**config.mk**
```make
export PLATFORM = sky130hd
export DESIGN_NAME = spbm_top
export DESIGN_NICKNAME = d
export VERILOG_FILES = /design/src/rtl/spbm_pkg.sv /design/src/rtl/spbm_top.sv
export SDC_FILE = /design/constraint.sdc
export NUM_CORES = 1
export LEC_CHECK = 0
export BUFFER_PORTS_ARGS = -buffer_cell sky130_fd_sc_hd__clkbuf_2
export CORE_ASPECT_RATIO = 0.7
export CORE_MARGIN = 4
export CORE_UTILIZATION = 55
export DETAILED_ROUTE_END_ITERATION = 10
export PLACE_DENSITY_LB_ADDON = 0.05
export SYNTH_ARGS = -nofsm -noshare
export SYNTH_HDL_FRONTEND = slang
export SYNTH_SLANG_ARGS = --single-unit
```
**constraint.sdc**
```tcl
create_clock -name core_clk -period 6.7 [get_ports core_clk]
set_input_delay 0.335 -clock core_clk [delete_from_list [all_inputs] [get_ports core_clk]]
set_output_delay 0.335 -clock core_clk [all_outputs]
set_load 0.005 [all_outputs]
```
**src/rtl/spbm_pkg.sv**
```systemverilog
// package: register offsets, field positions, reset values and carrier types for the serial block
package spbm_pkg;
   // ------------------------------------------------------------
   // register offsets (special function register space)
   // ------------------------------------------------------------
   localparam logic [7:0] IO_REMAP_CTRL_OFS = 8'he1;   // pin remap register
   localparam logic [7:0] P1_STATUS_OFS     = 8'he2;   // port 1 interrupt/status register
   localparam logic [7:0] P1_DATA_OFS       = 8'he3;   // port 1 data buffer
   localparam logic [7:0] P1_BAUD_LO_OFS    = 8'he4;   // port 1 reload low byte
   localparam logic [7:0] P1_BAUD_HI_OFS    = 8'he5;   // port 1 reload high byte
   localparam logic [7:0] P1_FINE_OFS       = 8'he6;   // port 1 fine adjust (low nibble)
   localparam logic [7:0] P0_BAUD_LO_OFS    = 8'he7;   // port 0 reload low byte
   localparam logic [7:0] P0_BAUD_HI_OFS    = 8'he8;   // port 0 reload high byte
   localparam logic [7:0] P0_FINE_OFS       = 8'he9;   // port 0 fine adjust (low nibble)
   // ------------------------------------------------------------
   // field positions
   // ------------------------------------------------------------
   localparam int REMAP_P0_BIT  = 3;   // port 0 alternate pins
   localparam int REMAP_P1_BIT  = 4;   // port 1 alternate pins
   localparam int ST_TXEMPTY    = 0;   // transmit empty flag
   localparam int ST_RXAVAIL    = 1;   // receive available flag / receive enable
   localparam int ST_RXOVR      = 2;   // receive overrun flag
   localparam int ST_COLL       = 3;   // collision flag / detect enable
   localparam int ST_IEN_LO     = 4;   // lowest interrupt enable bit
   // ------------------------------------------------------------
   // reset values and counts
   // ------------------------------------------------------------
   localparam logic [7:0]  REMAP_RST   = 8'h00;   // both ports on default pins
   localparam logic [15:0] BAUD_RST    = 16'h0000; // reload after reset
   localparam logic [3:0]  FINE_RST    = 4'h0;    // no fine trim after reset
   localparam int          OVERSAMPLE  = 16;      // ticks per bit
   localparam int          FINE_GROUP  = 16;      // bit periods per trim group
   localparam int          FIFO_DEPTH  = 16;      // transmit fifo words
   // ------------------------------------------------------------
   // carrier types
   // ------------------------------------------------------------
   typedef struct packed {
      logic       wr;    // write strobe
      logic       rd;    // read strobe
      logic [7:0] addr;  // register address
      logic [7:0] wdata; // write data
   } spbm_sfr_t;
   typedef struct packed {
      logic p0Rx;        // port 0 receive pad
      logic p1Rx;        // port 1 receive pad
   } spbm_rxpins_t;
endpackage : spbm_pkg

```
**src/rtl/spbm_top.sv**
```systemverilog
// serial block: port 1 status, baud generators, transmit fifo and pin remapping
`timescale 1ns/100ps

// ------------------------------------------------------------
// fifo with valid/ready on both sides
// ------------------------------------------------------------
module spbm_fifo #(
   parameter int WIDTH = 8,
   parameter int DEPTH = 16
) (
   input  wire logic             clk,      // core clock
   input  wire logic             rstN,     // synchronised reset
   input  wire logic [WIDTH-1:0] inData,   // fill data
   input  wire logic             inValid,  // fill valid
   output logic                  inReady,  // room available
   output logic      [WIDTH-1:0] outData,  // drain data
   output logic                  outValid, // word available
   input  wire logic             outReady  // drain accepts
);
   localparam int AW = $clog2(DEPTH);
   logic [WIDTH-1:0] mem [DEPTH];         // storage
   logic [AW-1:0]    wp;                  // write pointer
   logic [AW-1:0]    rp;                  // read pointer
   logic [AW:0]      cnt;                 // fill level
   logic             doW;                 // accepted write
   logic             doR;                 // accepted read
   assign inReady  = (cnt != (AW+1)'(DEPTH));
   assign outValid = (cnt != '0);
   assign outData  = mem[rp];
   assign doW      = inValid && inReady;
   assign doR      = outValid && outReady;
   // storage write
   always_ff @(posedge clk) begin
      if (doW) begin
         mem[wp] <= inData;
      end
   end
   // pointers and level
   always_ff @(posedge clk or negedge rstN) begin
      if (!rstN) begin
         wp  <= '0;
         rp  <= '0;
         cnt <= '0;
      end else begin
         if (doW) wp <= AW'(wp + 1'b1);
         if (doR) rp <= AW'(rp + 1'b1);
         cnt <= (AW+1)'(cnt + doW - doR);
      end
   end
endmodule : spbm_fifo

// ------------------------------------------------------------
// baud generator: reload divider plus spread fine trim
// ------------------------------------------------------------
module spbm_baud (
   input  wire logic        clk,     // core clock
   input  wire logic        rstN,    // synchronised reset
   input  wire logic [15:0] reload,  // divider reload value
   input  wire logic [3:0]  fine,    // extra clocks per 16 bit periods
   output logic             tick     // one pulse per oversample tick
);
   import spbm_pkg::*;
   logic [15:0] div;      // divider count
   logic [3:0]  sub;      // tick within bit
   logic [3:0]  bitIdx;   // bit within trim group
   logic        stretch;  // this bit takes one extra clock
   logic        extra;    // extra clock pending
   // spread: bit k of group gets an extra clock when k < fine
   assign stretch = (bitIdx < fine);
   // counting: every reload code is legal, 0 divides by one
   always_ff @(posedge clk or negedge rstN) begin
      if (!rstN) begin
         div <= '0; sub <= '0; bitIdx <= '0; extra <= 1'b0; tick <= 1'b0;
      end else begin
         tick <= 1'b0;
         if (extra) begin
            extra <= 1'b0;                       // inserted trim clock
         end else if (div >= reload) begin
            div  <= '0;
            tick <= 1'b1;                        // divide by reload+1
            sub  <= 4'(sub + 1'b1);
            if (sub == 4'(OVERSAMPLE-1)) begin
               bitIdx <= 4'(bitIdx + 1'b1);
               extra  <= stretch;                // spread over 16 bits
            end
         end else begin
            div <= 16'(div + 1'b1);
         end
      end
   end
endmodule : spbm_baud

// ------------------------------------------------------------
// top
// ------------------------------------------------------------
// Functional notes
// - overrun flag bit 2 on unread data collision
// - receive available flag bit 1 on character
// - writing one to bit 1 enables receiver
// - transmit empty flag bit 0 when room
// - full 16-bit reload, all codes valid
// - 4-bit fine adjust trims baud rate
// - remap bit 3 moves port 0 transmit pin, receive stays on rxPads.p0Rx
// - alternate port 0 overrides pulse outputs three/four
// - remap bit 4 moves port 1 transmit pin, receive stays on rxPads.p1Rx
// - bits 7..4 enable the four interrupts
// - bit 3 collision flag and detect enable
module spbm_top (
   input  wire logic                  core_clk,      // 20 MHz system clock
   input  wire logic                  nrst,          // async reset, active low
   input  wire spbm_pkg::spbm_sfr_t   sfr,           // register access strobes
   output logic [7:0]                 sfrRdata,      // register read data
   input  wire spbm_pkg::spbm_rxpins_t rxPads,       // receive pad levels
   input  wire logic                  p0TxBit,       // port 0 transmitter line
   input  wire logic                  pulseOutThree, // pulse output three
   input  wire logic                  pulseOutFour,  // pulse output four
   output logic                       port0Tick,     // port 0 oversample tick
   output logic                       port0ReceiveLine, // routed port 0 receive
   output logic                       padP31,        // default port 0 tx pad
   output logic                       padP23,        // alt port 0 tx / pulse three
   output logic                       padP24Oe,      // p2.4 drive enable, low = drive
   output logic                       padP24,        // pulse four when driven
   output logic                       padP13,        // default port 1 tx pad
   output logic                       padPin40,      // alt port 1 tx pad
   output logic                       port1Irq       // port 1 interrupt request
);
   import spbm_pkg::*;
   // ------------------------------------------------------------
   // reset synchroniser
   // ------------------------------------------------------------
   logic rstMeta;   // first stage
   logic rstN;      // released reset
   always_ff @(posedge core_clk or negedge nrst) begin
      if (!nrst) begin
         rstMeta <= 1'b0;
         rstN    <= 1'b0;
      end else begin
         rstMeta <= 1'b1;
         rstN    <= rstMeta;
      end
   end
   // ------------------------------------------------------------
   // registers
   // ------------------------------------------------------------
   logic [7:0]  ioRemapCtrl;   // pin remap register
   logic [3:0]  irqEnable;     // interrupt enables
   logic        collEnable;    // collision detection on
   logic        rxEnable;      // receiver active
   logic [15:0] p1Reload;      // port 1 baud reload
   logic [3:0]  p1Fine;        // port 1 fine trim
   logic [15:0] p0Reload;      // port 0 baud reload
   logic [3:0]  p0Fine;        // port 0 fine trim
   logic        wrStatus;      // status write this cycle
   assign wrStatus = sfr.wr && (sfr.addr == P1_STATUS_OFS);
   // control register writes
   always_ff @(posedge core_clk or negedge rstN) begin
      if (!rstN) begin
         ioRemapCtrl <= REMAP_RST;
         irqEnable <= '0; collEnable <= 1'b0; rxEnable <= 1'b0;
         p1Reload <= BAUD_RST; p1Fine <= FINE_RST;
         p0Reload <= BAUD_RST; p0Fine <= FINE_RST;
      end else if (sfr.wr) begin
         unique case (sfr.addr)
            IO_REMAP_CTRL_OFS: ioRemapCtrl <= sfr.wdata;
            P1_STATUS_OFS: begin
               irqEnable  <= sfr.wdata[7:ST_IEN_LO];
               collEnable <= sfr.wdata[ST_COLL];
               if (sfr.wdata[ST_RXAVAIL]) rxEnable <= 1'b1;
            end
            P1_BAUD_LO_OFS: p1Reload[7:0]  <= sfr.wdata;
            P1_BAUD_HI_OFS: p1Reload[15:8] <= sfr.wdata;
            P1_FINE_OFS:    p1Fine <= sfr.wdata[3:0];
            P0_BAUD_LO_OFS: p0Reload[7:0]  <= sfr.wdata;
            P0_BAUD_HI_OFS: p0Reload[15:8] <= sfr.wdata;
            P0_FINE_OFS:    p0Fine <= sfr.wdata[3:0];
            default: ;                                        // unmapped: ignored
         endcase
      end
   end
   // ------------------------------------------------------------
   // baud generators
   // ------------------------------------------------------------
   logic p1Tick;   // port 1 oversample tick
   spbm_baud u_baud0 (.clk(core_clk), .rstN(rstN), .reload(p0Reload), .fine(p0Fine),
                      .tick(port0Tick));
   spbm_baud u_baud1 (.clk(core_clk), .rstN(rstN), .reload(p1Reload), .fine(p1Fine),
                      .tick(p1Tick));
   // ------------------------------------------------------------
   // pin mapping
   // ------------------------------------------------------------
   logic p0Alt;        // port 0 on alternate pins
   logic p1Alt;        // port 1 on alternate pins
   logic p1RxLine;     // routed port 1 receive
   logic p1TxLine;     // port 1 transmit line
   assign p0Alt = ioRemapCtrl[REMAP_P0_BIT];
   assign p1Alt = ioRemapCtrl[REMAP_P1_BIT];
   // port 0: default tx p3.1, alternate tx p2.3 with p2.4 released; receive always from rxPads.p0Rx
   assign port0ReceiveLine = rxPads.p0Rx;
   assign padP31   = p0Alt ? 1'b1 : p0TxBit;
   assign padP23   = p0Alt ? p0TxBit : pulseOutThree;
   assign padP24Oe = p0Alt;                                  // released as input
   assign padP24   = pulseOutFour;
   // port 1: default tx p1.3, alternate tx pin 40; receive always from rxPads.p1Rx
   assign p1RxLine = rxPads.p1Rx;
   assign padP13   = p1Alt ? 1'b1 : p1TxLine;
   assign padPin40 = p1Alt ? p1TxLine : 1'b1;
   // ------------------------------------------------------------
   // port 1 transmit path through fifo
   // ------------------------------------------------------------
   logic       fifoInReady;   // fifo has room
   logic [7:0] txWord;        // head word
   logic       txValid;       // head valid
   logic       txTake;        // shifter loads head
   logic [9:0] txShift;       // frame shifter
   logic [3:0] txBits;        // bits left
   logic [3:0] txSub;         // ticks within bit
   logic       collision;     // line disagreed with driven bit
   logic       wrData;        // data buffer write
   assign wrData  = sfr.wr && (sfr.addr == P1_DATA_OFS);
   assign txTake  = txValid && (txBits == '0);
   assign p1TxLine = (txBits == '0) ? 1'b1 : txShift[0];
   spbm_fifo #(.WIDTH(8), .DEPTH(FIFO_DEPTH)) u_txfifo (
      .clk(core_clk), .rstN(rstN), .inData(sfr.wdata), .inValid(wrData),
      .inReady(fifoInReady), .outData(txWord), .outValid(txValid), .outReady(txTake));
   // transmit shifter, collision aborts it
   always_ff @(posedge core_clk or negedge rstN) begin
      if (!rstN) begin
         txShift <= '1; txBits <= '0; txSub <= '0;
      end else if (collision) begin
         txBits <= '0;
      end else if (txTake) begin
         txShift <= {1'b1, txWord, 1'b0};
         txBits  <= 4'd10;
         txSub   <= '0;
      end else if (p1Tick && txBits != '0) begin
         txSub <= 4'(txSub + 1'b1);
         if (txSub == 4'(OVERSAMPLE-1)) begin
            txShift <= {1'b1, txShift[9:1]};
            txBits  <= 4'(txBits - 1'b1);
         end
      end
   end
   // collision: mid-bit line differs from driven bit
   assign collision = collEnable && p1Tick && (txBits != '0) &&
                      (txSub == 4'(OVERSAMPLE/2)) && (p1RxLine != txShift[0]);
   // ------------------------------------------------------------
   // port 1 receiver
   // ------------------------------------------------------------
   logic [3:0] rxSub;      // ticks within bit
   logic [3:0] rxBits;     // bits left, 0 = idle
   logic [7:0] rxShift;    // assembling character
   logic [7:0] rxBuf;      // receive data buffer
   logic       rxDone;     // character complete
   logic       rdData;     // data buffer read
   assign rdData = sfr.rd && (sfr.addr == P1_DATA_OFS);
   // start detect, mid-bit sampling, stop bit completes
   always_ff @(posedge core_clk or negedge rstN) begin
      if (!rstN) begin
         rxSub <= '0; rxBits <= '0; rxShift <= '0; rxDone <= 1'b0;
      end else begin
         rxDone <= 1'b0;
         if (rxBits == '0) begin
            if (rxEnable && p1Tick && !p1RxLine) begin
               rxBits <= 4'd10;
               rxSub  <= '0;
            end
         end else if (p1Tick) begin
            rxSub <= 4'(rxSub + 1'b1);
            if (rxSub == 4'(OVERSAMPLE/2 - 2)) begin
               rxBits <= 4'(rxBits - 1'b1);
               if (rxBits == 4'd10 && p1RxLine) rxBits <= '0; // false start
               else if (rxBits > 4'd1) rxShift <= {p1RxLine, rxShift[7:1]};
               else rxDone <= 1'b1;
            end
         end
      end
   end
   // ------------------------------------------------------------
   // status flags: set wins over clear
   // ------------------------------------------------------------
   logic rxOverrunFlag;     // bit 2
   logic rxAvailableFlag;   // bit 1
   logic collisionFlag;     // bit 3
   logic txEmptyFlag;       // bit 0
   always_ff @(posedge core_clk or negedge rstN) begin
      if (!rstN) begin
         rxBuf <= '0; rxOverrunFlag <= 1'b0; rxAvailableFlag <= 1'b0; collisionFlag <= 1'b0;
      end else begin
         if (rxDone) rxBuf <= rxShift;
         if (rxDone && rxAvailableFlag) rxOverrunFlag <= 1'b1;
         else if (rdData || (wrStatus && !sfr.wdata[ST_RXOVR]))
            rxOverrunFlag <= 1'b0;
         if (rxDone) rxAvailableFlag <= 1'b1;
         else if (rdData || (wrStatus && !sfr.wdata[ST_RXAVAIL]))
            rxAvailableFlag <= 1'b0;
         if (collision) collisionFlag <= 1'b1;
         else if (wrStatus && !sfr.wdata[ST_COLL]) collisionFlag <= 1'b0;
      end
   end
   assign txEmptyFlag = fifoInReady;
   assign port1Irq = |(irqEnable & {collisionFlag, rxOverrunFlag,
                                    rxAvailableFlag, txEmptyFlag});
   // ------------------------------------------------------------
   // read mux, registered
   // ------------------------------------------------------------
   always_ff @(posedge core_clk or negedge rstN) begin
      if (!rstN) begin
         sfrRdata <= '0;
      end else begin
         unique case (sfr.addr)
            IO_REMAP_CTRL_OFS: sfrRdata <= ioRemapCtrl;
            P1_STATUS_OFS: sfrRdata <= {irqEnable, collisionFlag, rxOverrunFlag,
                                        rxAvailableFlag, txEmptyFlag};
            P1_DATA_OFS:    sfrRdata <= rxBuf;
            P1_BAUD_LO_OFS: sfrRdata <= p1Reload[7:0];
            P1_BAUD_HI_OFS: sfrRdata <= p1Reload[15:8];
            P1_FINE_OFS:    sfrRdata <= {4'h0, p1Fine};
            P0_BAUD_LO_OFS: sfrRdata <= p0Reload[7:0];
            P0_BAUD_HI_OFS: sfrRdata <= p0Reload[15:8];
            P0_FINE_OFS:    sfrRdata <= {4'h0, p0Fine};
            default:        sfrRdata <= 8'h00;
         endcase
      end
   end
endmodule : spbm_top

```
# After elaboration in Yosys (flattened, before gate mapping)
# Memories as Yosys holds them, arrays and structs flattened.
# Cells that the tools add are included.
[totals]
wordCells = 186
regBits = 175
ram_bits = 128
memories = 1
input_bits = 25
[classes]
add_sub_neg = 14
eq_ne = 18
reduce_logical = 57
n_lt_le_gt_ge = 5
muxes = 48
n_bitwise = 6
[mem_list]
columns = ["memory", "words", "word_bits", "read_ports", "rd_ports_with_merged_regs", "write_ports", "line_no", "text"]
rows = [
  ["u_txfifo.mem", 16, 8, 1, 0, 1, "spbm_top.sv:21", "logic [WIDTH-1:0] mem [DEPTH];"],
]
[ops]
columns = ["op", "n"]
rows = [
  ["8-bit equality test (second input constant)", 9],
  ["8-bit one-hot mux with 9 select lines", 1],
  ["4-bit two-way mux", 14],
  ["16-bit by 1-bit adder with 16-bit output (second input constant)", 2],
  ["4-bit by 1-bit adder with 4-bit output (second input constant)", 8],
  ["16-bit >= comparator", 2],
  ["16-bit two-way mux", 2],
  ["10-bit two-way mux", 3],
  ["1-bit two-way mux", 28],
  ["2-bit AND reduction", 13],
  ["4-bit equality test (second input constant)", 5],
  ["1-bit logical AND", 18],
  ["3-bit AND reduction", 5],
  ["2-bit nonzero test", 7],
  ["4-bit zero test", 2],
  ["4-bit less-than comparator", 2],
  ["4-bit by 1-bit subtractor with 4-bit output (second input constant)", 2],
  ["3-bit nonzero test", 2],
  ["5-bit by 1-bit adder with 5-bit output", 1],
  ["5-bit != test (second input constant)", 1],
  ["1-bit inverter", 5],
  ["5-bit AND reduction", 1],
  ["5-bit nonzero test", 1],
  ["5-bit by 1-bit subtractor with 5-bit output", 1],
  ["9 further kinds", 13],
]

# Logic depth before layout (Yosys ltp)
[depth]
depth_word = 6
ltp_mapped = 15
ltp_nobuf = 14

# Cells and area by module
# A second synthesis with hierarchy kept.
[unflattened]
hier_cells = 1091
area_unflattened_um2 = 14446.4
[by_module_without_submodules]
columns = ["module", "seq_area_each_um2", "area_each_um2", "n_inst", "cells_each"]
rows = [
  ["spbm_fifo", 4169.0, 5749.3, 1, 321],
  ["spbm_top", 2738.9, 5351.4, 1, 426],
  ["spbm_baud", 650.6, 1672.9, 2, 172],
]

# Worst setup path before layout
# Ideal clock, no wire load.
[synth_path]
kind = "register to register"
start = "register txBits[0]"
end = "register u_txfifo.cnt[4]"
setup_time_ps = 123
path_slack_ps = 4191
synth_period_minus_slack_ps = 2509
arrival_ps = 2386
n_path_buf = 1
path_stages_with_launch = 16
required_ps = 6577
cell_sequence = "dfrtp_1 -> inv_1 -> ha_1 -> nand2b_1 -> nor2_1 -> o21ai_0 -> inv_1 -> clkbuf_1 -> ha_1 -> inv_1 -> ha_1 -> fa_1 -> a21oi_1 -> nor2_1 -> nor2_1 -> xnor2_1"
[synth_via]
elab_chain_len = 4
[synth_lines]
columns = ["element", "line_no", "text"]
rows = [
  ["start: declaration", "spbm_top.sv:215", "logic [3:0] txBits;"],
  ["start signal: assignment", "spbm_top.sv:239", "txBits <= 4'(txBits - 1'b1);"],
  ["4-bit zero test", "spbm_top.sv:220", "assign txTake = txValid && (txBits == '0);"],
  ["1-bit logical AND", "spbm_top.sv:220", ""],
  ["1-bit logical AND", "spbm_top.sv:31", "assign doR = outValid && outReady;"],
  ["via u_txfifo.doR", "spbm_top.sv:26", "logic doR;"],
  ["5-bit by 1-bit subtractor with 5-bit output", "spbm_top.sv:47", "cnt <= (AW+1)'(cnt + doW - doR);"],
  ["end signal: assignment", "spbm_top.sv:47", ""],
  ["end: declaration", "spbm_top.sv:24", "logic [AW:0] cnt;"],
]
# The timed path passes the listed nets, and every way through them passes these cells.
# A chain may end at the register's enable or synchronous reset.

# Worst setup path after layout
[layout_path]
start = "register txBits[0]"
end = "register u_txfifo.cnt[4]"
[layout_via]
elab_chain_len = 4
[layout_lines]
columns = ["element", "line_no"]
rows = [
  ["4-bit zero test", "spbm_top.sv:220"],
  ["1-bit logical AND", "spbm_top.sv:220"],
  ["1-bit logical AND", "spbm_top.sv:31"],
  ["5-bit by 1-bit subtractor with 5-bit output", "spbm_top.sv:47"],
]
# Every way passes these cells.

==> results.cfg <==
[timing]
slew_headroom_pct = 26.8
setup_tns_ns = 0
hold_viol = 0
post-route-min-period_ns = 2.84
slew_violations = 0
fmax_mhz = 352
clock_skew_ns = 0.0147
period_share_pct = 42.4
finalSetupViolCount = 0
rsz0062_at_grt = no
worst_pin_slew_ns = 1.10

[detailed_routing]
vias_per_cell = 5.84
vias = 8481
final_antenna_net_count = 0
drc = 0
top_layer = met5
wl_met3_microns = 2260
wl_microns = 30200
met1Wirelength_microns = 15500
firstDrtPassIters = 5
met2_length_microns = 12000
wl_per_cell_microns = 20.8
drt_iter0_drc = 700

[global_routing]
grt_overflow = 0
grt_max_degree = 78
grt_pass1_wl_microns = 47900
first_global_vias = 8241
grt_usage_pct = 22.0
antenna_found_initial = 1

[die]
std_cell_rows = 48
io_pins = 42
die_w_microns = 199
initial_core_util_pct = 56.3
die_area_sq_mm = 0.0281
coreArea_sq_mm = 0.0248
die_h_microns = 141

[synth]
synth_fp_nets = 1164
synthAdderAreaFrac_pct = 5.78
synthXorXnorAreaFrac_pct = 3.01
syn_inst = 1075
synth_top_area_share_pct = 29.5
synth-async-reset-ratio_pct = 57.6
ys.flop_type = dfrtp_1
synth-edff-count = 128
synth_compound_area_share_pct = 8.28
yosysSeqAreaShare_pct = 58.7
yosys-top-cells-area = dfrtp_1 (30%), edfxtp_1 (28%), mux4_2 (5.8%)
synth_top_family_by_area = multiplexers
synth_seq_cells = 302
yosysTopAreaCell = dfrtp_1
synthMuxAreaShare_pct = 10.6
syn_avg_cell_area_sq_um = 13.0
ys_warn_count = 0
yosysUniqueCellTypes = 71
netlist_area_sq_mm = 0.0140
synthSimpleGateAreaFrac_pct = 10.3

[power]
power_frac_comb_pct = 10.9
p_int_mw = 3.20
clkPwrFrac_pct = 38.5
power_frac_seq_pct = 50.6
p_leak_nw = 6.48
total_power_mw = 4.28
p_sw_mw = 1.08
ir_drop_uv = 200
power_density_mw_per_mm2 = 279
p_sw_share_pct = 25.1

[cts]
cts_setup_buffers = 0
clk_path_buf_depth = 3
cts_root_buf = clkbuf_16
cts_tree = built
numCtsBuffers = 29
clk_latency_ns = 0.55
clk_pin_slew_ns = 0.07
clock-sinks = 302
ctsResizeCount = 0
ctsHtreeMaxLevel = 1

[cells_and_area]
antenna_cells = 0
layout_common_cells = dfrtp_1 (163), edfxtp_1 (128), nand2_1 (89)
layout_commonest_cell = dfrtp_1
drive_above_1_share_pct = 17.2
fillers = 1933
final_cell_count_no_fill = 1451
area_growth_pct = 9.89
finalNetCount = 1192

[critical_path]
r2r_slack_ns = 3.86
critPathLaunchType = flop
crit_type = flop to flop
rr_worst_depth = 15
required_ns = 7.18
cp-endpoint = u_txfifo.cnt[4]
r2r-start = txBits[0]
path_max_fanout = 12
r2r-end = u_txfifo.cnt[4]
startpoint = txBits[0]
end_kind = flop
cp.arrival_ns = 3.32

[flow_run]
drv_cap = 0

[placement]
dp.cells = 1396
port_buffers = 37
gp_congestion = 0.824
dpl.hpwl_microns = 20400

[status]
status = finished, final reports clean

[min_path]
min_path_type = input port to async pin
-- metal layers --
| layer | up-vias | global-route usage, % |
|---|---|---|
| met1 | 4227 | 36.8 |
| li1 | 3978 | - |
| met3 | 31 | 5.67 |
| met2 | 243 | 29.3 |
| met4 | 2 | 3.49 |
| met5 | - | 0 |
-- final cells by class --
type / instances / area, sq um / share of cell area [%]
sequential: 302 / 8210 / 53.5
multi-input combinational: 664 / 5310 / 34.6
clock buffer: 36 / 752 / 4.90
timing repair buffer: 44 / 240 / 1.56
clock inverter: 18 / 199 / 1.30
tap: 325 / 407 / 2.65
inverter: 62 / 233 / 1.52
-- critical path, cell delays in order, from the launching register on --
cell and delay [ns]:
dfrtp_1 0.40, inv_1 0.07, ha_1 0.17, nand2b_1 0.07
nor2_1 0.19, o21ai_0 0.12, buf_4 0.19, inv_1 0.29
ha_1 0.19, inv_1 0.04, ha_1 0.20, fa_1 0.40
a21oi_1 0.16, nor2_1 0.05, nor2_1 0.11, xnor2_1 0.12
-- cell families after synthesis --
group                      Yosys count
AOI/OAI and AO/OA                  170
xor gates and xnor gates            48
adders and majority gates           64
buffers and inverters              109
DFF                                302
muxes                               96
other                                1
and+or+nand+nor                    285
-- synth_stat cells (4+ instances only) --
| master | instances |
|---|---|
| mux2_2 | 49 |
| edfxtp_1 | 128 |
| nor2_1 | 51 |
| xor2_1 | 21 |
| o21ai_0 | 58 |
| a31oi_1 | 4 |
| nor3b_1 | 4 |
| a32oi_1 | 4 |
| mux2i_1 | 10 |
| a22oi_1 | 8 |
| inv_1 | 62 |
| dfrtp_1 | 165 |
| and2_1 | 27 |
| and3_1 | 18 |
| nor3_1 | 8 |
| buf_2 | 8 |
| a221o_1 | 10 |
| ha_1 | 63 |
| a22o_1 | 5 |
| nand2b_1 | 9 |
| or3_1 | 4 |
| nand2_1 | 89 |
| nand4_1 | 16 |
| a211oi_1 | 16 |
| dfstp_2 | 9 |
| a21o_1 | 12 |
| nand3_1 | 28 |
| o22ai_1 | 4 |
| nor2b_1 | 8 |
| mux4_2 | 36 |
| buf_4 | 5 |
| a21oi_1 | 25 |
| xnor2_1 | 27 |
| clkbuf_1 | 29 |
-- registers in the layout, summed over array words and instances (netlist names), 5 cells and up --
signal / flops
ioRemapCtrl: 8
p0Reload: 16
p1Reload: 16
rxBuf: 8
rxShift: 8
sfrRdata: 8
txShift: 9
u_baud0.div: 16
u_baud1.div: 16
u_txfifo.cnt: 5
u_txfifo.mem: 128
-- how the worst min path moves through the flow --
| stage | slack, ns | startpoint | to |
|---|---|---|---|
| after floorplan | 0.04 | nrst | rstMeta |
| after global placement | 0.12 | nrst | rstMeta |
| after detailed placement | 0.12 | nrst | rstMeta |
| after CTS | 0.06 | nrst | rstN |
| after global routing | 0.07 | nrst | rstN |
| final | 0.09 | nrst | rstN |
-- what timing repair did --
action | 4_1_cts | 5_1_grt
endpoints found under the setup margin | 0 | 0
endpoints found under the hold margin | 2 | 0
hold buffers | 1 | 0
-- power groups by stage --
| stage | logic [mW] | registers [mW] | clock network (mW) |
|---|---|---|---|
| after floorplan | 0.351 | 2.17 | 0 |
| after global placement | 0.453 | 2.20 | 0 |
| after detailed placement | 0.467 | 2.20 | 0 |
| after CTS | 0.471 | 2.17 | 1.68 |
| after global routing | 0.539 | 2.18 | 1.77 |
| final | 0.465 | 2.17 | 1.65 |
-- through the flow --
stage | utilization (%) | hold WS [ns] | area, sq um | worst slack, ns
finish | 61.9 | 0.0861 | 15400 | 3.86
floorplan | - | 0.0394 | 14000 | 1.51
detailed placement | 58.0 | 0.122 | 14400 | 3.78
global placement | 58.0 | 0.121 | 14400 | 3.83
global route | 61.9 | 0.0743 | 15400 | 3.56
CTS | 61.9 | 0.0639 | 15400 | 3.84
Power figures use the tool's default switching activity.
